==> src/icc_defines.svh <==
// Purpose: constants for the input capture control block
// Assumes: 16-bit register port, one word per offset
// Notes: control at index 0, data read at 1, status/mask at 2/3
// Operation
// - idle-stop bit halts channel during idle
// - timebase select picks channel clock source
// - captures-per-interrupt sets interrupt rate
// - rate field ignored in modes 001, 111
// - overflow set on capture into full buffer
// - not-empty bit shows unread captured value
// - status bits hardware-owned, zero after reset
// - mode 111 rising-edge wake interrupt only
// - mode 110 behaves as disabled
// - modes 101/100 capture every 16th/4th rise
// - mode 011 captures every falling edge
// - mode 001 captures both edges, interrupts each
// - mode 000 switches channel off
// - unused control bits read zero
`ifndef ICC_DEFINES_SVH
`define ICC_DEFINES_SVH
`define ICC_ADDR_CTRL     4'h0
`define ICC_ADDR_DATA     4'h1
`define ICC_ADDR_IRQ_STAT 4'h2
`define ICC_ADDR_IRQ_MASK 4'h3
`define ICC_BIT_IDLE      13
`define ICC_BIT_TSEL_LO   10
`define ICC_BIT_RATE_LO   5
`define ICC_BIT_OVF       4
`define ICC_BIT_BNE       3
`define ICC_CTRL_WMASK    16'h3C67
`define ICC_CTRL_RESET    16'h0000
`endif

==> src/icc_pkg.sv <==
// Purpose: types for the input capture control block
// Assumes: nothing beyond the defines header
// Notes: mode codes are the control field encodings
package icc_pkg;
	typedef enum logic [2:0]
	{
		ICC_MODE_OFF    = 3'h0,
		ICC_MODE_BOTH   = 3'h1,
		ICC_MODE_RISE   = 3'h2,
		ICC_MODE_FALL   = 3'h3,
		ICC_MODE_RISE4  = 3'h4,
		ICC_MODE_RISE16 = 3'h5,
		ICC_MODE_UNUSED = 3'h6,
		ICC_MODE_WAKE   = 3'h7
	} icc_mode_e;
	typedef struct packed
	{
		logic        idle_stop_select;
		logic [2:0]  timebase_select;
		logic [1:0]  captures_per_interrupt;
		icc_mode_e   capture_mode_select;
	} icc_ctrl_s;
	typedef struct packed
	{
		logic wake;
		logic overflow;
		logic capture;
	} icc_irq_s;
endpackage

==> src/icc_top.sv <==
// Purpose: one input capture channel with control, fifo and interrupts
// Assumes: timer values come from logic on core_clk; capture pin is async
// Notes: status sticky bits clear on read; set beats the read clear
//
// Our own choices: the address map and the plain strobed port.
`include "icc_defines.svh"
module icc_top #(
	parameter int DEPTH = 4,
	parameter int TW    = 16
) (
	input  wire logic          core_clk,
	input  wire logic          rst_n,
	input  wire logic [3:0]    reg_addr,
	input  wire logic [15:0]   reg_wdata,
	input  wire logic          reg_wr,
	input  wire logic          reg_rd,
	output logic      [15:0]   reg_rdata,
	input  wire logic          capture_channel,
	input  wire logic          cpu_idle,
	input  wire logic          cpu_sleep,
	input  wire logic [TW-1:0] peripheral_clock,
	input  wire logic [TW-1:0] timer_one_clock,
	input  wire logic [TW-1:0] timer_two_clock,
	input  wire logic [TW-1:0] timer_three_clock,
	input  wire logic [TW-1:0] timer_four_clock,
	input  wire logic [TW-1:0] timer_five_clock,
	output logic               capture_event_q,
	output logic               irq_q
);
	localparam int AW = $clog2(DEPTH);
	icc_pkg::icc_ctrl_s ctrl_q;
	logic               sync1_q;
	logic               sync2_q;
	logic               pin_q;
	logic [TW-1:0]      mem_q [DEPTH];
	logic [AW-1:0]      wptr_q;
	logic [AW-1:0]      rptr_q;
	logic [AW:0]        count_q;
	logic               ovf_q;
	logic [3:0]         pre_q;
	logic [1:0]         rate_cnt_q;
	icc_pkg::icc_irq_s  stat_q;
	icc_pkg::icc_irq_s  mask_q;
	logic               rise;
	logic               fall;
	logic               active;
	logic               edge_hit;
	logic               cap;
	logic               fifo_full;
	logic               pop;
	logic               push;
	logic               rate_done;
	logic               wake_hit;
	logic [TW-1:0]      tb_val;
	logic [15:0]        ctrl_rd;
	logic [15:0]        rdata_d;

	// two flops before anything looks at the pin
	always_ff @(posedge core_clk or negedge rst_n)
	begin
		if (!rst_n)
		begin
			sync1_q <= 1'b0;
			sync2_q <= 1'b0;
			pin_q   <= 1'b0;
		end
		else
		begin
			sync1_q <= capture_channel;
			sync2_q <= sync1_q;
			pin_q   <= sync2_q;
		end
	end

	assign rise = sync2_q & ~pin_q;
	assign fall = ~sync2_q & pin_q;

	always_comb
	begin
		case (ctrl_q.timebase_select)
			3'h7:    tb_val = peripheral_clock;
			3'h4:    tb_val = timer_one_clock;
			3'h3:    tb_val = timer_five_clock;
			3'h2:    tb_val = timer_four_clock;
			3'h1:    tb_val = timer_two_clock;
			3'h0:    tb_val = timer_three_clock;
			default: tb_val = '0;
		endcase
	end

	// idle halts capture only when asked; sleep always halts capture and the prescaler
	assign active = !(cpu_sleep || (cpu_idle && ctrl_q.idle_stop_select));

	always_comb
	begin
		case (ctrl_q.capture_mode_select)
			icc_pkg::ICC_MODE_BOTH:   edge_hit = rise | fall;
			icc_pkg::ICC_MODE_RISE:   edge_hit = rise;
			icc_pkg::ICC_MODE_FALL:   edge_hit = fall;
			icc_pkg::ICC_MODE_RISE4:  edge_hit = rise && (pre_q[1:0] == 2'h3);
			icc_pkg::ICC_MODE_RISE16: edge_hit = rise && (pre_q == 4'hF);
			default:                  edge_hit = 1'b0;
		endcase
	end

	assign cap       = edge_hit && active;
	assign fifo_full = (count_q == (AW+1)'(DEPTH));
	assign push      = cap && !fifo_full;
	assign pop       = reg_rd && (reg_addr == `ICC_ADDR_DATA) && (count_q != '0);
	// wake mode ignores idle/sleep gating: it exists to fire there
	assign wake_hit  = (ctrl_q.capture_mode_select == icc_pkg::ICC_MODE_WAKE) && rise;

	always_ff @(posedge core_clk or negedge rst_n)
	begin
		if (!rst_n)
			pre_q <= 4'h0;
		else if (ctrl_q.capture_mode_select != icc_pkg::ICC_MODE_RISE4 &&
			ctrl_q.capture_mode_select != icc_pkg::ICC_MODE_RISE16)
			pre_q <= 4'h0;
		else if (rise && active)
			pre_q <= pre_q + 4'h1;
	end

	always_ff @(posedge core_clk or negedge rst_n)
	begin
		if (!rst_n)
			ctrl_q <= '0;
		else if (reg_wr && reg_addr == `ICC_ADDR_CTRL)
		begin
			ctrl_q.idle_stop_select       <= reg_wdata[`ICC_BIT_IDLE];
			ctrl_q.timebase_select        <= reg_wdata[`ICC_BIT_TSEL_LO +: 3];
			ctrl_q.captures_per_interrupt <= reg_wdata[`ICC_BIT_RATE_LO +: 2];
			ctrl_q.capture_mode_select    <= icc_pkg::icc_mode_e'(reg_wdata[2:0]);
		end
	end

	// fifo storage, no reset needed on data words
	always_ff @(posedge core_clk)
	begin
		if (push)
			mem_q[wptr_q] <= tb_val;
	end

	always_ff @(posedge core_clk or negedge rst_n)
	begin
		if (!rst_n)
		begin
			wptr_q  <= '0;
			rptr_q  <= '0;
			count_q <= '0;
		end
		else
		begin
			if (push)
				wptr_q <= (wptr_q == AW'(DEPTH-1)) ? '0 : wptr_q + AW'(1);
			if (pop)
				rptr_q <= (rptr_q == AW'(DEPTH-1)) ? '0 : rptr_q + AW'(1);
			if (push && !pop)
				count_q <= count_q + (AW+1)'(1);
			else if (pop && !push)
				count_q <= count_q - (AW+1)'(1);
		end
	end

	// overflow stays until buffer drains empty; mode off also clears it
	always_ff @(posedge core_clk or negedge rst_n)
	begin
		if (!rst_n)
			ovf_q <= 1'b0;
		else if (cap && fifo_full)
			ovf_q <= 1'b1;
		else if (ctrl_q.capture_mode_select == icc_pkg::ICC_MODE_OFF || count_q == '0)
			ovf_q <= 1'b0;
	end

	always_comb
	begin
		case (ctrl_q.capture_mode_select)
			icc_pkg::ICC_MODE_BOTH: rate_done = 1'b1;
			default:                rate_done = (rate_cnt_q == ctrl_q.captures_per_interrupt);
		endcase
	end

	always_ff @(posedge core_clk or negedge rst_n)
	begin
		if (!rst_n)
			rate_cnt_q <= 2'h0;
		else if (reg_wr && reg_addr == `ICC_ADDR_CTRL)
			rate_cnt_q <= 2'h0;
		else if (cap)
			rate_cnt_q <= rate_done ? 2'h0 : rate_cnt_q + 2'h1;
	end

	always_ff @(posedge core_clk or negedge rst_n)
	begin
		if (!rst_n)
			capture_event_q <= 1'b0;
		else
			capture_event_q <= (cap && rate_done) || wake_hit;
	end

	// sticky status: a new event in the reading cycle survives the clear
	always_ff @(posedge core_clk or negedge rst_n)
	begin
		if (!rst_n)
			stat_q <= '0;
		else
		begin
			if (reg_rd && reg_addr == `ICC_ADDR_IRQ_STAT)
				stat_q <= '0;
			if (cap && rate_done)
				stat_q.capture <= 1'b1;
			if (cap && fifo_full)
				stat_q.overflow <= 1'b1;
			if (wake_hit)
				stat_q.wake <= 1'b1;
		end
	end

	always_ff @(posedge core_clk or negedge rst_n)
	begin
		if (!rst_n)
			mask_q <= '0;
		else if (reg_wr && reg_addr == `ICC_ADDR_IRQ_MASK)
			mask_q <= reg_wdata[2:0];
	end

	always_ff @(posedge core_clk or negedge rst_n)
	begin
		if (!rst_n)
			irq_q <= 1'b0;
		else
			irq_q <= |(stat_q & mask_q);
	end

	always_comb
	begin
		ctrl_rd = 16'h0000;
		ctrl_rd[`ICC_BIT_IDLE]          = ctrl_q.idle_stop_select;
		ctrl_rd[`ICC_BIT_TSEL_LO +: 3]  = ctrl_q.timebase_select;
		ctrl_rd[`ICC_BIT_RATE_LO +: 2]  = ctrl_q.captures_per_interrupt;
		ctrl_rd[`ICC_BIT_OVF]           = ovf_q;
		ctrl_rd[`ICC_BIT_BNE]           = (count_q != '0);
		ctrl_rd[2:0]                    = ctrl_q.capture_mode_select;
	end

	always_comb
	begin
		rdata_d = 16'h0000;
		case (reg_addr)
			`ICC_ADDR_CTRL:     rdata_d = ctrl_rd;
			`ICC_ADDR_DATA:     rdata_d = (count_q != '0) ? 16'(mem_q[rptr_q]) : 16'h0000;
			`ICC_ADDR_IRQ_STAT: rdata_d = {13'h0000, stat_q};
			`ICC_ADDR_IRQ_MASK: rdata_d = {13'h0000, mask_q};
			default:            rdata_d = 16'h0000;
		endcase
	end

	always_ff @(posedge core_clk or negedge rst_n)
	begin
		if (!rst_n)
			reg_rdata <= 16'h0000;
		else if (reg_rd)
			reg_rdata <= rdata_d;
		else
			reg_rdata <= 16'h0000;
	end

	chk_ovf_on_full: assert property (@(posedge core_clk) disable iff (!rst_n)
		(cap && fifo_full) |=> ovf_q)
		else $error("overflow not flagged");
	chk_bne_tracks: assert property (@(posedge core_clk) disable iff (!rst_n)
		(push && count_q == '0) |=> ctrl_rd[`ICC_BIT_BNE])
		else $error("not-empty missing after push");
	chk_unused_zero: assert property (@(posedge core_clk) disable iff (!rst_n)
		(ctrl_rd & 16'hC380) == 16'h0000)
		else $error("unused control bits nonzero");
	chk_off_no_cap: assert property (@(posedge core_clk) disable iff (!rst_n)
		(ctrl_q.capture_mode_select == icc_pkg::ICC_MODE_OFF) |-> !cap)
		else $error("capture while off");
	chk_unused_mode: assert property (@(posedge core_clk) disable iff (!rst_n)
		(ctrl_q.capture_mode_select == icc_pkg::ICC_MODE_UNUSED) |=> !capture_event_q)
		else $error("event in unused mode");
	chk_idle_halt: assert property (@(posedge core_clk) disable iff (!rst_n)
		(cpu_idle && ctrl_q.idle_stop_select) |-> !push)
		else $error("capture during idle stop");
	chk_both_each: assert property (@(posedge core_clk) disable iff (!rst_n)
		(cap && ctrl_q.capture_mode_select == icc_pkg::ICC_MODE_BOTH) |=> capture_event_q)
		else $error("both-edge capture without event");
	chk_fall_mode: assert property (@(posedge core_clk) disable iff (!rst_n)
		(ctrl_q.capture_mode_select == icc_pkg::ICC_MODE_FALL && cap) |-> $fell(sync2_q))
		else $error("falling mode took non-falling edge");
	chk_rate_every: assert property (@(posedge core_clk) disable iff (!rst_n)
		(cap && ctrl_q.captures_per_interrupt == 2'h0) |=> capture_event_q)
		else $error("rate 00 missed event");
	chk_irq_level: assert property (@(posedge core_clk) disable iff (!rst_n)
		|(stat_q & mask_q) |=> irq_q)
		else $error("irq not raised");
	cov_overflow: cover property (@(posedge core_clk) disable iff (!rst_n) cap && fifo_full);
	cov_wake: cover property (@(posedge core_clk) disable iff (!rst_n) wake_hit);
	cov_rise16: cover property (@(posedge core_clk) disable iff (!rst_n)
		cap && ctrl_q.capture_mode_select == icc_pkg::ICC_MODE_RISE16);
	cov_pop: cover property (@(posedge core_clk) disable iff (!rst_n) pop);
endmodule

==> config.mk <==
export PLATFORM = sky130hd
export DESIGN_NAME = icc_top
export DESIGN_NICKNAME = d
export VERILOG_FILES = /design/src/icc_pkg.sv /design/src/icc_top.sv
export VERILOG_INCLUDE_DIRS = /design/src
export SDC_FILE = /design/constraint.sdc
export NUM_CORES = 1
export LEC_CHECK = 0
export ABC_AREA = 0
export BUFFER_PORTS_ARGS = -buffer_cell sky130_fd_sc_hd__buf_2
export CAP_MARGIN = 15
export CORE_ASPECT_RATIO = 0.5
export CORE_UTILIZATION = 53
export DETAILED_ROUTE_END_ITERATION = 8
export PLACE_DENSITY = 0.78
export SLEW_MARGIN = 40
export SYNTH_ARGS = -nofsm -noshare
export SYNTH_HDL_FRONTEND = slang
export SYNTH_SLANG_ARGS = --single-unit
==> constraint.sdc <==
create_clock -name core_clk -period 2.9 [get_ports core_clk]
set_input_delay 0.58 -clock core_clk [delete_from_list [all_inputs] [get_ports core_clk]]
set_output_delay 0.58 -clock core_clk [all_outputs]
set_load 0.02 [all_outputs]
==> flow_summary.json <==
{
  "cts_buffers": 17,
  "synth_top_area_share_pct": 35.3,
  "routed_wirelength_mm": 13.1,
  "first_global_vias": 3969,
  "syn_inst": 391,
  "clk_pin_slew_ps": 50,
  "final_hold_viol_count": 0,
  "avgSynthCellArea_um2": 13.9,
  "cts_resized": 0,
  "hold_path_class": "in2async",
  "synth_area_leaders": "edfxtp_1 (35%), dfrtp_1 (23%), mux4_2 (9.9%)",
  "outcome": "completed",
  "utilization_pct": 70.8,
  "synth_area_mm2": 0.00544,
  "grt_max_degree": 51,
  "finalWorstPathRequiredPeriod_ps": 2560,
  "cts_root_buffer": "clkbuf_16",
  "ant_nets": 0,
  "vias_per_cell": 5.71,
  "hold_buffers": 0,
  "rsz0062_at_grt": "false",
  "first_pass_iters": 4,
  "cp_slowest_stage_delay_ps": 380,
  "fmax_mhz": 391,
  "cp.arrival_ps": 2890,
  "synthArstFlopShare_pct": 43.9,
  "worstReg2RegEnd": "count_q[2]",
  "n_antenna_cell": 0,
  "antenna_found_initial": 0,
  "maxCapViolCount": 0,
  "power_density_mw_per_mm2": 816,
  "relSlewSlack_pct": 46.6,
  "fin_skew_ps": 9.22,
  "required_ps": 3240,
  "final_max_slew_viol_count": 0,
  "yosysUniqueCellTypes": 55,
  "setup_violations": 0,
  "startpoint_type": "flip-flop",
  "fillers": 633,
  "vias": 3887,
  "row_count": 25,
  "grt_usage_pct": 26.6,
  "routedWlPerCell_um": 19.2,
  "synth_flop_cell": "edfxtp_1",
  "critPathMaxFanout": 7,
  "die_area_mm2": 0.0107,
  "synth_top_area_cell": "edfxtp_1",
  "io_pins": 141,
  "numPortBuffers": 133,
  "ff_latch_area_mm2": 0.00317,
  "cts_buffer_depth": 2,
  "multi_input_area_mm2": 0.00211,
  "critical_path.cell_chain": "inv_1, ha_1, nor2b_1, o221ai_4, a211oi_4, ha_1, inv_1, fa_1, xor2_1, nor2_1, xor2_1",
  "nets": 666,
  "ys_seq_area_share_pct": 58.3,
  "insertion_delay_ps": 420,
  "initial_core_util_pct": 56.1,
  "synth_nets": 524,
  "dpl.hpwl_mm": 8.89,
  "clock_sinks": 114,
  "overflow": 0,
  "ff2ff_setup_slack_ps": 340,
  "ff2ff_path_depth": 11,
  "core-area_mm2": 0.00970,
  "synth_warnings": 0,
  "fin_crit_sh_pct": 88.1,
  "htreeDepth": 4,
  "worstMarginPinSlew_ps": 801,
  "die_x_um": 145,
  "ir_worst_vdd_mv": 0.398,
  "die_y_um": 73.6,
  "synth_edf_count": 64,
  "cts_setup_buffers": 0,
  "fin_setup_tns_ps": 0,
  "worstSetupPathType": "reg2reg",
  "power_leakage_uw": 0.00291,
  "dr.first_iter.drc_count": 299,
  "yosys-top-cells-count": "edfxtp_1 (64), dfrtp_1 (50), nor2_1 (40)",
  "critPathCaptureType": "flip-flop",
  "yosysMostFrequentCell": "edfxtp_1",
  "setup.worst_path.end": "count_q[2]",
  "ys_ff_latch": 114,
  "regToRegStartpoint": "sync2_q",
  "route.detailed.drc": 0,
  "grt_pass1_wl_mm": 20.8,
  "drive_above_1_share_pct": 42.9,
  "startpoint": "sync2_q",
  "area_delta_synth_final_pct": 26.2,
  "gp_congestion": 0.835,
  "slowest_stage": "fa_1",
  "cts_tree": "yes"
}
-- kinds of logic after synthesis --
group / Yosys count / share of synthesized area (%)
AO/OA/AOI/OAI: 76 / 10.3
XOR/XNOR: 8 / 1.29
adder cells (fa/ha/maj): 10 / 2.44
buffers and inverters: 37 / 2.87
flip-flops: 114 / 58.3
multiplexers: 54 / 15.9
AND/OR/NAND/NOR: 92 / 8.85
-- critical path: cells and delay by family (launching register included) --
| kind | cells | cell delay (ps) |
|---|---|---|
| XOR/XNOR | 2 | 320 |
| AO/OA/AOI/OAI | 2 | 450 |
| AND/OR/NAND/NOR | 2 | 320 |
| buffers and inverters | 2 | 120 |
| flip-flops | 1 | 360 |
| adder cells (fa/ha/maj) | 3 | 910 |
-- routing by layer --
layer	routed length (um)	global-route usage, %
met5	0	0
met4	215	10.2
met3	965	7.83
met1	5550	34.4
met2	6350	43.5
-- where the power goes --
group          internal, uW  switching [uW]  total [uW]  leakage [uW]
Clock                  1260             736        2000      0.000270
Sequential             1990             246        2230       0.00123
Combinational           678             693        1370       0.00141
Total                  3920            1680        5600       0.00291
-- layout make-up --
class                   instances  share of cell area [%]
well taps                     135                    2.46
repair buffers                150                    11.7
inverters                      10                   0.547
multi-input cells             240                    30.7
clock buffers                  19                    6.31
clock inverters                13                    1.99
flip-flops and latches        114                    46.2
-- per-stage QoR --
stage / power [uW] / setup slack, ps / std cells / cell area (um2) / hold slack, ps
global route: 5870 / 164 / 681 / 6870 / 171
finish: 5600 / 345 / 681 / 6870 / 150
CTS: 5630 / 346 / 681 / 6870 / 150
global placement: 3540 / 379 / 649 / 6300 / 340
detailed placement: 3610 / 316 / 649 / 6300 / 347
floorplan: 3190 / 452 / 391 / 5440 / 284
-- cell usage in the layout, fill, tap and decap left out, types with 5 or more instances in the layout --
| master | instances |
|---|---|
| a211oi_1 | 6 |
| a21oi_1 | 17 |
| a22oi_1 | 19 |
| a31oi_1 | 6 |
| and2_1 | 5 |
| and3_1 | 10 |
| buf_2 | 133 |
| buf_4 | 16 |
| clkbuf_16 | 17 |
| dfrtp_1 | 50 |
| edfxtp_1 | 64 |
| ha_1 | 9 |
| inv_1 | 10 |
| mux2_2 | 19 |
| mux2i_1 | 11 |
| mux4_2 | 24 |
| nand2_1 | 8 |
| nand3_1 | 7 |
| nor2_1 | 40 |
| o21ai_0 | 7 |
| xor2_1 | 7 |
-- worst min path at each step --
stage / startpoint / end / slack (ps) / cells after the start
floorplan: rst_n / capture_event_q / 280 / 0
CTS: rst_n / pre_q[2] / 150 / 2
global route: rst_n / capture_event_q / 170 / 2
global placement: sync1_q / sync2_q / 340 / 0
detailed placement: sync1_q / sync2_q / 350 / 0
finish: rst_n / pre_q[2] / 150 / 2
-- flip-flops by register name, indices dropped and copies added (netlist names) --
name	flops
rptr_q	2
ctrl_q	9
capture_event_q	1
reg_rdata	16
irq_q	1
pre_q	4
mem_q	64
mask_q	3
count_q	3
rate_cnt_q	2
stat_q	3
sync1_q	1
wptr_q	2
pin_q	1
sync2_q	1
ovf_q	1
Power figures use the tool's default switching activity.
